===== src/rtl/rscr_defs.vh =====
// Register offsets, field positions, reset values and timing counts
`ifndef RSCR_DEFS_VH
`define RSCR_DEFS_VH

// ------------------------------------------------------------
// Register offsets
// ------------------------------------------------------------
`define RSCR_ADDR_POST_FILTER 7'h03
`define RSCR_ADDR_WORD_HIGH 7'h09
`define RSCR_ADDR_WORD_MID 7'h0A
`define RSCR_ADDR_WORD_LOW 7'h0B
`define RSCR_ADDR_AFE_CTL 7'h19
`define RSCR_ADDR_RECOVERY 7'h35

// ------------------------------------------------------------
// Field positions
// ------------------------------------------------------------
`define RSCR_PF_FINE_LSB 0
`define RSCR_PF_COARSE_LSB 3
`define RSCR_PF_BW_BIT 6
`define RSCR_PF_BUF_BIT 7
`define RSCR_AFE_XDIV_LSB 0
`define RSCR_AFE_LO_OUTPUT_DIVIDER_LSB 4
`define RSCR_AFE_INJ_BIT 3
`define RSCR_AFE_FRAC_BIT 2
`define RSCR_REC_MODE_LSB 0

// ------------------------------------------------------------
// Reset values
// ------------------------------------------------------------
`define RSCR_RST_POST_FILTER 8'h00
`define RSCR_RST_WORD 8'h00
`define RSCR_RST_AFE_CTL 8'h05
`define RSCR_RST_RECOVERY 8'h00

// ------------------------------------------------------------
// Timing and ratios
// ------------------------------------------------------------
`define RSCR_XDIV_RATIO_BASE 3'h4
`define RSCR_SYNTH_STEP_DIV 65536
`define RSCR_SYNTH_STEP_BITS 16
`define RSCR_BAUD_DIV_DEF 16'h0064
`define RSCR_MODE_OFF 2'h0
`define RSCR_MODE_CLK 2'h1
`define RSCR_MODE_RETIME 2'h2
`define RSCR_MODE_BOTH 2'h3
`define RSCR_LAT_DEFAULT 2'h0
`define RSCR_LAT_LOWER 2'h1
`define RSCR_LAT_LOWEST 2'h2

`endif


===== src/rtl/rscr_buf2.v =====
// Two-entry valid/ready buffer for recovered data bits
`timescale 1ns/10ps
`default_nettype none
module rscr_buf2 #(
    parameter WIDTH = 1
) (
    input wire clk,
    input wire rst_b,
    input wire in_valid,
    output wire in_ready,
    input wire [WIDTH-1:0] in_data,
    output wire out_valid,
    input wire out_ready,
    output wire [WIDTH-1:0] out_data
);
    reg [WIDTH-1:0] mem_reg [0:1];
    reg wptr_reg;
    reg rptr_reg;
    reg [1:0] cnt_reg;
    wire push;
    wire pop;

    assign in_ready = (cnt_reg != 2'h2);
    assign out_valid = (cnt_reg != 2'h0);
    assign push = in_valid && in_ready;
    assign pop = out_valid && out_ready;
    assign out_data = mem_reg[rptr_reg];

    always @(posedge clk) begin
        if (push) begin
            mem_reg[wptr_reg] <= in_data;
        end
    end

    always @(posedge clk or negedge rst_b) begin
        if (!rst_b) begin
            wptr_reg <= 1'b0;
            rptr_reg <= 1'b0;
            cnt_reg <= 2'h0;
        end else begin
            if (push) begin
                wptr_reg <= ~wptr_reg;
            end
            if (pop) begin
                rptr_reg <= ~rptr_reg;
            end
            if (push && !pop) begin
                cnt_reg <= cnt_reg + 2'h1;
            end else if (pop && !push) begin
                cnt_reg <= cnt_reg - 2'h1;
            end
        end
    end
endmodule
`default_nettype wire


===== src/rtl/rscr_top.v =====
// Receiver synthesizer configuration, time base and clock recovery
// Function
// (RULE1) Host picks crystal divider select code
// (RULE2) Divide crystal clock to 3.2 MHz base
// (RULE3) Synth step is crystal over 65536
// (RULE4) 24-bit synth word in three bytes
// (RULE5) Host computes word with IF offset
// (RULE6) Host uses FSK mark/space midpoint
// (RULE7) Host sets LO divider per band
// (RULE8) Host always sets fractional enable
// (RULE9) Clock only when programmable, decimation nonzero
// (RULE10) Mode field selects clock and retiming
// (RULE11) Clock twice data rate, rise mid-bit
// (RULE12) Host latches data on rising clock
// (RULE13) Injection bit selects low or high side
// (RULE14) Host keeps low-side except calibration
// (RULE15) Latency bits select filter delay path
// (RULE16) Host avoids reserved latency combination; the bench writes it once to check LATENCY_RESERVED
// (RULE17) Host sets buffer only with valid decimation
// (RULE18) NRZ ASK threshold settings, 16-bit runs
// (RULE19) NRZ FSK gain zero, short runs
// (RULE20) Host uses three-wire serial registers; the code has a parallel REG_WE/REG_ADDR/REG_WDATA port instead
// (RULE21) Align phase to data, clock low off
`timescale 1ns/10ps
`default_nettype none
`include "rscr_defs.vh"
module rscr_top #(
    parameter BAUD_DIV = `RSCR_BAUD_DIV_DEF
) (
    input wire MCLK,
    input wire RST_B,
    input wire REG_WE,
    input wire [6:0] REG_ADDR,
    input wire [7:0] REG_WDATA,
    output reg [7:0] REG_RDATA,
    input wire PROG_MODE,
    input wire DEMOD_IN,
    output reg DATA_OUT,
    output reg CLK_OUT,
    input wire HOST_READY,
    output wire BIT_VALID,
    output wire BIT_DATA,
    output wire TIMEBASE_TICK,
    output wire [23:0] SYNTH_WORD,
    output wire [15:0] SYNTH_INT,
    output wire [15:0] SYNTH_FRAC,
    output wire [1:0] LO_DIVIDER,
    output wire FRAC_ENABLE,
    output wire INJECT_HIGH,
    output wire [1:0] LATENCY_SEL,
    output wire LATENCY_RESERVED
);
    // ------------------------------------------------------------
    // Register file
    // ------------------------------------------------------------
    reg [7:0] post_filter_config_reg;
    reg [7:0] synth_word_high_reg;
    reg [7:0] synth_word_mid_reg;
    reg [7:0] synth_word_low_reg;
    reg [7:0] analog_frontend_control_reg;
    reg [7:0] recovery_config_reg;

    always @(posedge MCLK or negedge RST_B) begin
        if (!RST_B) begin
            post_filter_config_reg <= `RSCR_RST_POST_FILTER;
            synth_word_high_reg <= `RSCR_RST_WORD;
            synth_word_mid_reg <= `RSCR_RST_WORD;
            synth_word_low_reg <= `RSCR_RST_WORD;
            analog_frontend_control_reg <= `RSCR_RST_AFE_CTL;
            recovery_config_reg <= `RSCR_RST_RECOVERY;
        end else if (REG_WE) begin
            case (REG_ADDR)
                `RSCR_ADDR_POST_FILTER: begin
                    post_filter_config_reg <= REG_WDATA;
                end
                // (RULE4) Synth word bytes
                `RSCR_ADDR_WORD_HIGH: begin
                    synth_word_high_reg <= REG_WDATA;
                end
                `RSCR_ADDR_WORD_MID: begin
                    synth_word_mid_reg <= REG_WDATA;
                end
                `RSCR_ADDR_WORD_LOW: begin
                    synth_word_low_reg <= REG_WDATA;
                end
                `RSCR_ADDR_AFE_CTL: begin
                    analog_frontend_control_reg <= REG_WDATA;
                end
                `RSCR_ADDR_RECOVERY: begin
                    recovery_config_reg <= {6'h00, REG_WDATA[1:0]};
                end
                default: begin
                end
            endcase
        end
    end

    always @(posedge MCLK or negedge RST_B) begin
        if (!RST_B) begin
            REG_RDATA <= 8'h00;
        end else begin
            case (REG_ADDR)
                `RSCR_ADDR_POST_FILTER: REG_RDATA <= post_filter_config_reg;
                `RSCR_ADDR_WORD_HIGH: REG_RDATA <= synth_word_high_reg;
                `RSCR_ADDR_WORD_MID: REG_RDATA <= synth_word_mid_reg;
                `RSCR_ADDR_WORD_LOW: REG_RDATA <= synth_word_low_reg;
                `RSCR_ADDR_AFE_CTL: REG_RDATA <= analog_frontend_control_reg;
                `RSCR_ADDR_RECOVERY: REG_RDATA <= recovery_config_reg;
                default: REG_RDATA <= 8'h00;
            endcase
        end
    end

    // ------------------------------------------------------------
    // Field decode
    // ------------------------------------------------------------
    wire [1:0] xtal_clock_divider_sel;
    wire [1:0] lo_output_divider;
    wire fractional_synth_enable;
    wire injection_side_select;
    wire [2:0] coarse_rate_decimation;
    wire [2:0] fine_rate_decimation;
    wire latency_bandwidth_boost;
    wire latency_bypass_buffer;
    wire [1:0] recovery_output_mode;

    assign xtal_clock_divider_sel =
        analog_frontend_control_reg[`RSCR_AFE_XDIV_LSB +: 2];
    assign lo_output_divider =
        analog_frontend_control_reg[`RSCR_AFE_LO_OUTPUT_DIVIDER_LSB +: 2];
    assign fractional_synth_enable =
        analog_frontend_control_reg[`RSCR_AFE_FRAC_BIT];
    assign injection_side_select =
        analog_frontend_control_reg[`RSCR_AFE_INJ_BIT];
    assign coarse_rate_decimation =
        post_filter_config_reg[`RSCR_PF_COARSE_LSB +: 3];
    assign fine_rate_decimation =
        post_filter_config_reg[`RSCR_PF_FINE_LSB +: 3];
    assign latency_bandwidth_boost = post_filter_config_reg[`RSCR_PF_BW_BIT];
    assign latency_bypass_buffer = post_filter_config_reg[`RSCR_PF_BUF_BIT];
    assign recovery_output_mode =
        recovery_config_reg[`RSCR_REC_MODE_LSB +: 2];

    // ------------------------------------------------------------
    // Synthesizer settings
    // ------------------------------------------------------------
    // (RULE4) Word assembly
    assign SYNTH_WORD = {synth_word_high_reg, synth_word_mid_reg,
                         synth_word_low_reg};
    // (RULE3) Crystal over 65536 step
    assign SYNTH_INT = {8'h00, SYNTH_WORD[23:`RSCR_SYNTH_STEP_BITS]};
    assign SYNTH_FRAC = SYNTH_WORD[`RSCR_SYNTH_STEP_BITS-1:0];
    assign LO_DIVIDER = lo_output_divider;
    assign FRAC_ENABLE = fractional_synth_enable;
    // (RULE13) Injection side select
    assign INJECT_HIGH = injection_side_select;

    // (RULE15) Latency path select
    assign LATENCY_SEL = !latency_bandwidth_boost ? `RSCR_LAT_DEFAULT :
                         (latency_bypass_buffer ? `RSCR_LAT_LOWEST :
                          `RSCR_LAT_LOWER);
    assign LATENCY_RESERVED = !latency_bandwidth_boost &&
                              latency_bypass_buffer;

    // ------------------------------------------------------------
    // Crystal divider time base
    // ------------------------------------------------------------
    reg [2:0] xdiv_cnt_reg;
    reg tick_reg;
    wire [2:0] xdiv_ratio;

    // Code 3 is not defined; it falls back to ratio 6
    // (RULE2) Ratio 4, 5 or 6
    assign xdiv_ratio = `RSCR_XDIV_RATIO_BASE +
                        {1'b0, (xtal_clock_divider_sel == 2'h3) ?
                         2'h2 : xtal_clock_divider_sel};

    always @(posedge MCLK or negedge RST_B) begin
        if (!RST_B) begin
            xdiv_cnt_reg <= 3'h0;
            tick_reg <= 1'b0;
        end else if (xdiv_cnt_reg >= xdiv_ratio - 3'h1) begin
            xdiv_cnt_reg <= 3'h0;
            tick_reg <= 1'b1;
        end else begin
            xdiv_cnt_reg <= xdiv_cnt_reg + 3'h1;
            tick_reg <= 1'b0;
        end
    end
    assign TIMEBASE_TICK = tick_reg;

    // ------------------------------------------------------------
    // Clock data recovery
    // ------------------------------------------------------------
    reg [15:0] phase_reg;
    reg demod_d_reg;
    reg bit_reg;
    reg sample_reg;
    wire clk_allowed;
    wire clk_on;
    wire retime_on;
    wire edge_seen;
    wire demod_edge;
    reg edge_pend_reg;
    wire [15:0] half_bit;
    wire [15:0] quarter_bit;

    // (RULE9) Clock availability
    assign clk_allowed = PROG_MODE &&
        ((coarse_rate_decimation != 3'h0) || (fine_rate_decimation != 3'h0));
    // (RULE10) Mode decode
    assign clk_on = clk_allowed && recovery_output_mode[0];
    assign retime_on = clk_allowed && recovery_output_mode[1];
    assign demod_edge = DEMOD_IN ^ demod_d_reg;
    assign edge_seen = demod_edge || edge_pend_reg;
    assign half_bit = {1'b0, BAUD_DIV[15:1]};
    assign quarter_bit = {2'h0, BAUD_DIV[15:2]};

    // ------------------------------------------------------------
    // Edge capture between ticks
    // ------------------------------------------------------------
    // A data edge that falls between two ticks would otherwise be lost,
    // so it is held until the tick that consumes it.
    // (RULE21) Hold edge until next tick
    always @(posedge MCLK or negedge RST_B) begin
        if (!RST_B) begin
            edge_pend_reg <= 1'b0;
        end else if (tick_reg) begin
            edge_pend_reg <= 1'b0;
        end else if (demod_edge) begin
            edge_pend_reg <= 1'b1;
        end
    end

    always @(posedge MCLK or negedge RST_B) begin
        if (!RST_B) begin
            phase_reg <= 16'h0000;
            demod_d_reg <= 1'b0;
            bit_reg <= 1'b0;
            sample_reg <= 1'b0;
        end else begin
            demod_d_reg <= DEMOD_IN;
            sample_reg <= 1'b0;
            if (!tick_reg) begin
            end else if (edge_seen) begin
                // (RULE21) Align to transitions
                phase_reg <= 16'h0000;
            end else if (phase_reg >= BAUD_DIV - 16'h0001) begin
                phase_reg <= 16'h0000;
            end else begin
                phase_reg <= phase_reg + 16'h0001;
                if (phase_reg == half_bit) begin
                    bit_reg <= DEMOD_IN;
                    sample_reg <= 1'b1;
                end
            end
        end
    end

    // (RULE11) Two clock periods per bit, rise mid-bit
    wire clk_phase;
    assign clk_phase = (phase_reg >= half_bit) ?
        (phase_reg - half_bit < quarter_bit) :
        (phase_reg < quarter_bit);

    reg retimed_reg;
    wire buf_in_ready;
    wire buf_out_valid;
    wire buf_out_data;

    // Bits arriving while the buffer is full are dropped, not retimed
    rscr_buf2 #(
        .WIDTH(1)
    ) u_buf (
        .clk(MCLK),
        .rst_b(RST_B),
        .in_valid(sample_reg && retime_on),
        .in_ready(buf_in_ready),
        .in_data(bit_reg),
        .out_valid(buf_out_valid),
        .out_ready(HOST_READY),
        .out_data(buf_out_data)
    );
    assign BIT_VALID = buf_out_valid;
    assign BIT_DATA = buf_out_data;

    always @(posedge MCLK or negedge RST_B) begin
        if (!RST_B) begin
            retimed_reg <= 1'b0;
            DATA_OUT <= 1'b0;
            CLK_OUT <= 1'b0;
        end else begin
            if (sample_reg && buf_in_ready) begin
                retimed_reg <= bit_reg;
            end
            DATA_OUT <= retime_on ? retimed_reg : DEMOD_IN;
            // (RULE21) Clock low when disabled
            CLK_OUT <= clk_on ? clk_phase : 1'b0;
        end
    end
endmodule
`default_nettype wire


===== config.mk =====
export PLATFORM = sky130hd
export DESIGN_NAME = rscr_top
export DESIGN_NICKNAME = d
export VERILOG_FILES = /design/src/rtl/rscr_buf2.v /design/src/rtl/rscr_top.v
export VERILOG_INCLUDE_DIRS = /design/src /design/src/rtl
export SDC_FILE = /design/constraint.sdc
export NUM_CORES = 1
export LEC_CHECK = 0
export ABC_AREA = 1
export BUFFER_PORTS_ARGS = -buffer_cell sky130_fd_sc_hd__buf_2
export CAP_MARGIN = 20
export CORE_ASPECT_RATIO = 0.75
export CORE_UTILIZATION = 50
export DETAILED_ROUTE_END_ITERATION = 12
export PLACE_DENSITY = 0.74
export SKIP_LAST_GASP = 1
export SYNTH_ARGS = -nofsm -noshare
export SYNTH_HDL_FRONTEND = slang
export SYNTH_SLANG_ARGS = --single-unit

===== constraint.sdc =====
create_clock -name MCLK -period 3.5 [get_ports MCLK]
set_input_delay 0.7 -clock MCLK [delete_from_list [all_inputs] [get_ports MCLK]]
set_output_delay 0.7 -clock MCLK [all_outputs]
set_load 0.02 [all_outputs]

Yosys cells after proc, flatten, opt, wreduce, memory -nomap -nowiden
Memories as Yosys holds them, arrays and structs flattened.
Cells that the tools add are included.
- reduce and logical (&&, ||, !) cells: 27
- bitwise operators: 5
- eq/ne operators: 9
- order comparisons: 5
- $add $sub $neg: 7
- multiplexer cells: 21
- operator list (cell ; count):
    $pmux 8 s6 ; 1
    $lt 16x5->1 const B ; 2
    $mux 16 ; 2
    $eq 7x4->1 const B ; 3
    $add 16x1->16 const B ; 1
    $eq 16x6->1 const B ; 1
    $ge 16x6->1 const B ; 1
    $ge 16x7->1 const B ; 1
    $sub 16x6->16 const B ; 1
    $mux 1 ; 12
    $reduce_and 2->1 ; 6
    $logic_and 1x1->1 ; 10
    $mux 2 ; 5
    $eq 7x2->1 const B ; 1
    $eq 7x5->1 const B ; 1
    $eq 7x6->1 const B ; 1
    $reduce_bool 2->1 ; 3
    $reduce_bool 3->1 ; 2
    $not 1->1 ; 4
    $reduce_and 4->1 ; 1
    $add 3x1->3 const B ; 1
    $add 3x2->3 const A ; 1
    $ge 3x3->1 ; 1
    $logic_not 1->1 ; 3
    8 further kinds ; 9
- memories kept: 1
- register bits after elaboration: 81
- RAM bits: 2
- output and inout bits: 76
- input port bits: 21
- memory list (name ; words ; width ; read ports ; clocked after memory_dff ; wr ports ; RTL line ; RTL):
    u_buf.mem_reg ; 2 ; 1 ; 1 ; 0 ; 1 ; rscr_buf2.v:16 ; reg [WIDTH-1:0] mem_reg [0:1];

Depth between registers and ports, before layout
- depth in word-level cells: 10
- mapped depth: 12

Cells and area by module
From an unflattened synthesis, not the netlist that was laid out.
- cell total of the unflattened synthesis: 520
- area, all modules: 4449.3 um2
- by module, submodules not included (module ; instances ; cells each ; area an instance (um2)):
    rscr_top ; 1 ; 486 ; 4132.7
    rscr_buf2 ; 1 ; 34 ; 316.6

Worst setup path before layout
Ideal clock, no wire load.
- path type: input to register
- start point: input PROG_MODE
- end point: register u_buf.cnt_reg[1]
- data required time: 3.369 ns
- cell stages on the path: 8
- arrival time: 1.648 ns
- setup slack: 1.721 ns
- library setup time: 0.131 ns
- path through: nand2_1 -> inv_1 -> nand2_1 -> nor2_1 -> ha_1 -> a21oi_1 -> o21ai_0 -> xor2_1
- word-level cells in the longest chain between the ends: 7
- elaborated cells between the ends (all ways): 9
- ends and longest elaborated chain (item ; RTL line ; RTL):
    start, declared ; rscr_top.v:36 ; input wire PROG_MODE,
    $logic_and 1x1->1 * ; rscr_top.v:209 ; assign clk_allowed = PROG_MODE &&
    $logic_and 1x1->1 * ; rscr_top.v:213 ; assign retime_on = clk_allowed && recovery_output_mode[1];
    $logic_and 1x1->1 * ; rscr_top.v:277 ; .in_valid(sample_reg && retime_on),
    $logic_and 1x1->1 * ; rscr_buf2.v:25 ; assign push = in_valid && in_ready;
    net u_buf.push ; rscr_buf2.v:20 ; wire push;
    $logic_not 1->1 ; rscr_buf2.v:49 ; end else if (pop && !push) begin
    $logic_and 1x1->1 ; rscr_buf2.v:49 ;
    $reduce_bool 2->1 (no line) ; n/a ;
    end signal, assigned ; rscr_buf2.v:48 ; cnt_reg <= cnt_reg + 2'h1;
    end signal, assigned ; rscr_buf2.v:50 ; cnt_reg <= cnt_reg - 2'h1;
    end, declared ; rscr_buf2.v:19 ; reg [1:0] cnt_reg;
Mark *: on every way through the listed nets, which the timed path passes. The rest lies on a longest branch.
A chain may end at the register's enable or synchronous reset.

Worst setup path in the final report
- start point: register tick_reg, in the netlist TIMEBASE_TICK
- end point: output TIMEBASE_TICK
- RTL lines (item ; RTL line ; RTL):
    start, declared ; rscr_top.v:169 ; reg tick_reg;
    start signal, assigned ; rscr_top.v:181 ; tick_reg <= 1'b0;
    start signal, assigned ; rscr_top.v:184 ; tick_reg <= 1'b1;
    start signal, assigned ; rscr_top.v:187 ; tick_reg <= 1'b0;
    end, declared ; rscr_top.v:43 ; output wire TIMEBASE_TICK,
No word-level cell between the ends.

==> impl.org <==
** Critical path
- In this run the number of cells on the critical path is 1.
- Max Fanout on Critical Path :: 20
- Data on the critical path is required at its endpoint by 2800 ps.
- Critical Path Sink Type :: output pin
- The critical path starts at TIMEBASE_TICK$_DFF_PN0_.
- Cell at the slowest stage of the critical path :: dfrtp_1
- The worst register-to-register path ends at u_buf.cnt_reg[1]$_DFFE_PN0P_.
- Crit Reg-Reg Startpoint :: post_filter_config_reg[4]$_DFFE_PN0P_
- Counting both buffers and inverters, the worst setup path holds a total of 1.
- Launching element type of the critical path :: flop
- Ordered cell list for the critical path :: buf_2
- Path type of the worst setup path :: flop to output pin
- Data arrives at the worst endpoint at between 1000 and 1500 ps.
- Delay of the slowest critical-path stage :: 760 ps
- Dominant delay contributor by cell family on the critical path :: flip-flops
- The worst register-to-register path has a depth of 10.
- Worst reg-to-reg setup slack :: approximately 1500 ps

** Clocking
- Number of resized instances in the post-cts repair step :: 0
- Hold_buf cts :: 0
- The longest clock path from root to sink contains 2 buffers.
- Clock-pin slew reported for the worst setup and hold paths after clock tree synthesis :: 60 ps
- Clock tree synthesis found a total of 83 sinks.
- CTS tree :: yes
- Setup repair bufs after CTS :: 0
- Insertion delay of the later-clocked pin in the worst-skew pair :: between 300 and 400 ps
- Root Driver :: clkbuf_16
- CTS built an H-tree with a depth of 3.
- Number of clock buffers inserted by TritonCTS :: 9

** Timing
- Setup repair after global routing left no endpoint under its margin.
- Static timing analysis puts the maximum clock frequency at just under 500 MHz.
- Number of failing hold endpoints at the final stage :: 0
- Slew at the pin closest to its max-slew limit :: ~650 ps
- Worst hold slack :: 168.4 ps
- Setup violations remaining at the end of the flow were counted as 0.
- The worst path uses 59.43% of the clock period.
- On the final layout, the worst clock skew is approximately 7.9 ps.
- Subtracting the final worst setup slack from the clock period gives 2080 ps.
- Measured against its own limit, the worst slew margin works out to between 50% and 60%.
- Smallest setup slack after layout :: 1420 ps
- The final number of max-transition violations came to 0.
- Setup total negative slack :: 0 ps

** Routing
- In the routed design, unresolved DRC markers number 0.
- Starting DRC count in detailed routing :: 276
- In the routed layout, each cell is associated on average with a via count of 5.164.
- The first detailed-routing pass took 5 iterations.
- The count of nets left with antenna violations once routing finished came out at 0.
- Summed over all layers, the routed wires come to between 9 and 10 mm.
- After detailed routing, the average wire length per cell comes to 14.29 µm.
- Total vias in the final route :: 3553

** Floorplan
- Placement Rows :: 29
- The floorplan step set the die width to 110.1 µm.
- Boundary Pins :: 97
- Total core area :: 8491 µm²
- Initial standard-cell utilization of the core :: approximately half
- The die covers 9146 µm².
- Die extent in y :: 83.07 µm

** Cells and area
- Compared with the post-synthesis result, the final layout area differs by 14.73%.
- Fill cell instance count of the final layout :: 739
- Multi-input combinational cell area :: ~1700 µm²
- Ratio of cells with drive above 1 in the final layout :: 23.79%
- The register with the most flip-flops in the layout has 16 of them.
- Nets :: 607
- Antenna diode instance count :: 0
- In the final layout, flip-flops and latches occupy approximately 2100 µm².

** Place
- During placement, the flow inserted port buffers numbering a little under 90.
- After legalization and detailed placement, the total HPWL measured between 7 and 8 mm.
- Weighted congestion at the end of routability-driven global placement :: 0.9306
- At the placement stage, the worst setup path has a slack of approximately 1400 ps.

** Synth
- Number of enable flip-flop cells after synthesis :: 2
- For this run, the register share of the synthesized area comes to between 40% and 50%.
- Post-synthesis async set-or-reset flop share :: 97.59%
- Synthesized cell area :: 4382 µm²
- Mapped Cells :: a little over 500
- Post-synth cell types :: 42
- For this run, the number of Yosys warnings is 0.
- Prevailing post-synth register cell :: dfrtp_1
- The synthesized design contains 83 register bits.
- Each instance of the synthesized netlist takes up on average between 8 and 9 µm².

** Status
- Run status :: finished, final reports clean

** Power and ir drop
- Power spread over the standard cell area amounts to around 570 nW/µm².
- Max VDD drop :: 0.0002856 V
- For this design the static power due to leakage is between 2 and 3 nW.

** GRT
- Entering global routing, the biggest net connects 82 pins.
- Wire length of the first global-routing pass :: roughly 16 mm
- The number of global-route vias before repair was about 3.3k.
- Global routing used a little under a quarter of the available tracks.
- Global routing finished with a remaining overflow of 0.
- The number of antenna violations at the first check in global routing was 0.

** Run
- Max-capacitance violation count :: 0

** Worst hold path
- The tightest min-delay check is of the input pin to async pin type.
==> cells in the final DEF (no fill, tap or decap), types with 10 or more instances in the layout <==
| master | netlist | final |
|---|---|---|
| inv_1 | 70 | 70 |
| o21a_1 | 10 | 10 |
| buf_2 | 0 | 87 |
| o21ai_0 | 34 | 34 |
| dfrtp_1 | 79 | 79 |
| ha_1 | 11 | 11 |
| nor2_1 | 46 | 46 |
| nand2_1 | 111 | 111 |
| nand3_1 | 17 | 17 |
==> power by group <==
group,switching (mW),internal [mW],total (mW)
combinational,0.368,0.198,0.566
clock,0.389,0.700,1.09
sequential,0.109,1.08,1.19
total,0.865,1.98,2.84
==> logic make-up (layout without fill, tap and decap cells) <==
logic type / after synthesis / in the layout / share of synthesized area, %
other: 1 / 8 / 0.08558
XOR/XNOR: 12 / 12 / 2.399
flip-flops: 83 / 83 / 47.69
multiplexers: 1 / 1 / 0.2570
buffers and inverters: 116 / 179 / 13.88
adder cells (fa/ha/maj): 11 / 11 / 3.141
AND/OR/NAND/NOR: 205 / 205 / 21.42
AO/OA/AOI/OAI: 81 / 81 / 11.14
==> worst reg2reg max path, stage by stage, from the launching register on <==
cell,delay [ps]
dfrtp_1,430
nor3_1,280
nand2_1,120
nand2_1,70
inv_1,50
nand2_1,110
nor2_1,90
ha_1,330
a21oi_1,120
o21ai_0,120
xor2_1,150
==> routing by layer <==
metal	vias to the layer above	GRT usage (%)	share of wire, %
met5	-	0	0
met4	0	4.904	0.78
met3	10	5.808	6.9
met2	131	35.06	45
met1	1702	34.45	47
li1	1710	-	-
==> cell usage after synthesis (2+ instances only) <==
| master | instances | area (µm²) |
|---|---|---|
| o21ai_1 | 6 | 30.03 |
| buf_6 | 2 | 22.52 |
| edfxtp_1 | 2 | 60.06 |
| nand2_2 | 9 | 56.30 |
| o21ai_0 | 34 | 170.2 |
| inv_1 | 70 | 262.8 |
| o21a_1 | 10 | 75.07 |
| buf_4 | 37 | 277.8 |
| o22ai_1 | 9 | 56.30 |
| dfstp_2 | 2 | 52.55 |
| o21ai_2 | 3 | 26.28 |
| o2111ai_1 | 2 | 17.52 |
| nor2_1 | 46 | 172.7 |
| nor2_8 | 2 | 40.04 |
| ha_1 | 11 | 137.6 |
| nor2_2 | 3 | 18.77 |
| inv_2 | 3 | 11.26 |
| nand2_1 | 111 | 416.7 |
| a221oi_1 | 3 | 26.28 |
| nor3_2 | 3 | 30.03 |
| xor2_1 | 9 | 78.83 |
| dfrtp_1 | 79 | 1977 |
| nand3_1 | 17 | 85.08 |
| xnor2_1 | 3 | 26.28 |
| a21oi_1 | 9 | 45.04 |
| nor3_1 | 6 | 30.03 |
| nor2_4 | 3 | 33.78 |
| clkbuf_1 | 2 | 7.510 |
==> area by class of cell <==
| cell class | count | share of cell area (%) |
|---|---|---|
| Multi-Input combinational cell | 318 | 34.02 |
| Inverter | 74 | 5.575 |
| Clock inverter | 6 | 2.240 |
| Tap cell | 108 | 2.688 |
| Clock buffer | 10 | 4.555 |
| Sequential cell | 83 | 41.56 |
| Timing Repair Buffer | 89 | 9.358 |
==> worst max-delay path by stage <==
stage | to | slack [ps]
detailed placement | analog_frontend_control_reg[3]$_DFFE_PN0P_ | 1370
global route | u_buf.cnt_reg[1]$_DFFE_PN0P_ | 1360
finish | TIMEBASE_TICK | 1420
CTS | TIMEBASE_TICK | 1430
floorplan | u_buf.cnt_reg[1]$_DFFE_PN0P_ | 1720
global placement | analog_frontend_control_reg[3]$_DFFE_PN0P_ | 1430
==> through the flow <==
stage | instances | cell area (µm²) | power, mW | utilization (%)
global route | 688 | 5027 | 2.983 | 59.21
finish | 688 | 5027 | 2.844 | 59.21
detailed placement | 671 | 4658 | 1.767 | 54.86
global placement | 671 | 4658 | 1.738 | 54.86
floorplan | 517 | 4408 | 1.613 | -
CTS | 687 | 5000 | 2.863 | 58.89
Note: power is estimated with default switching activity, not from simulation.
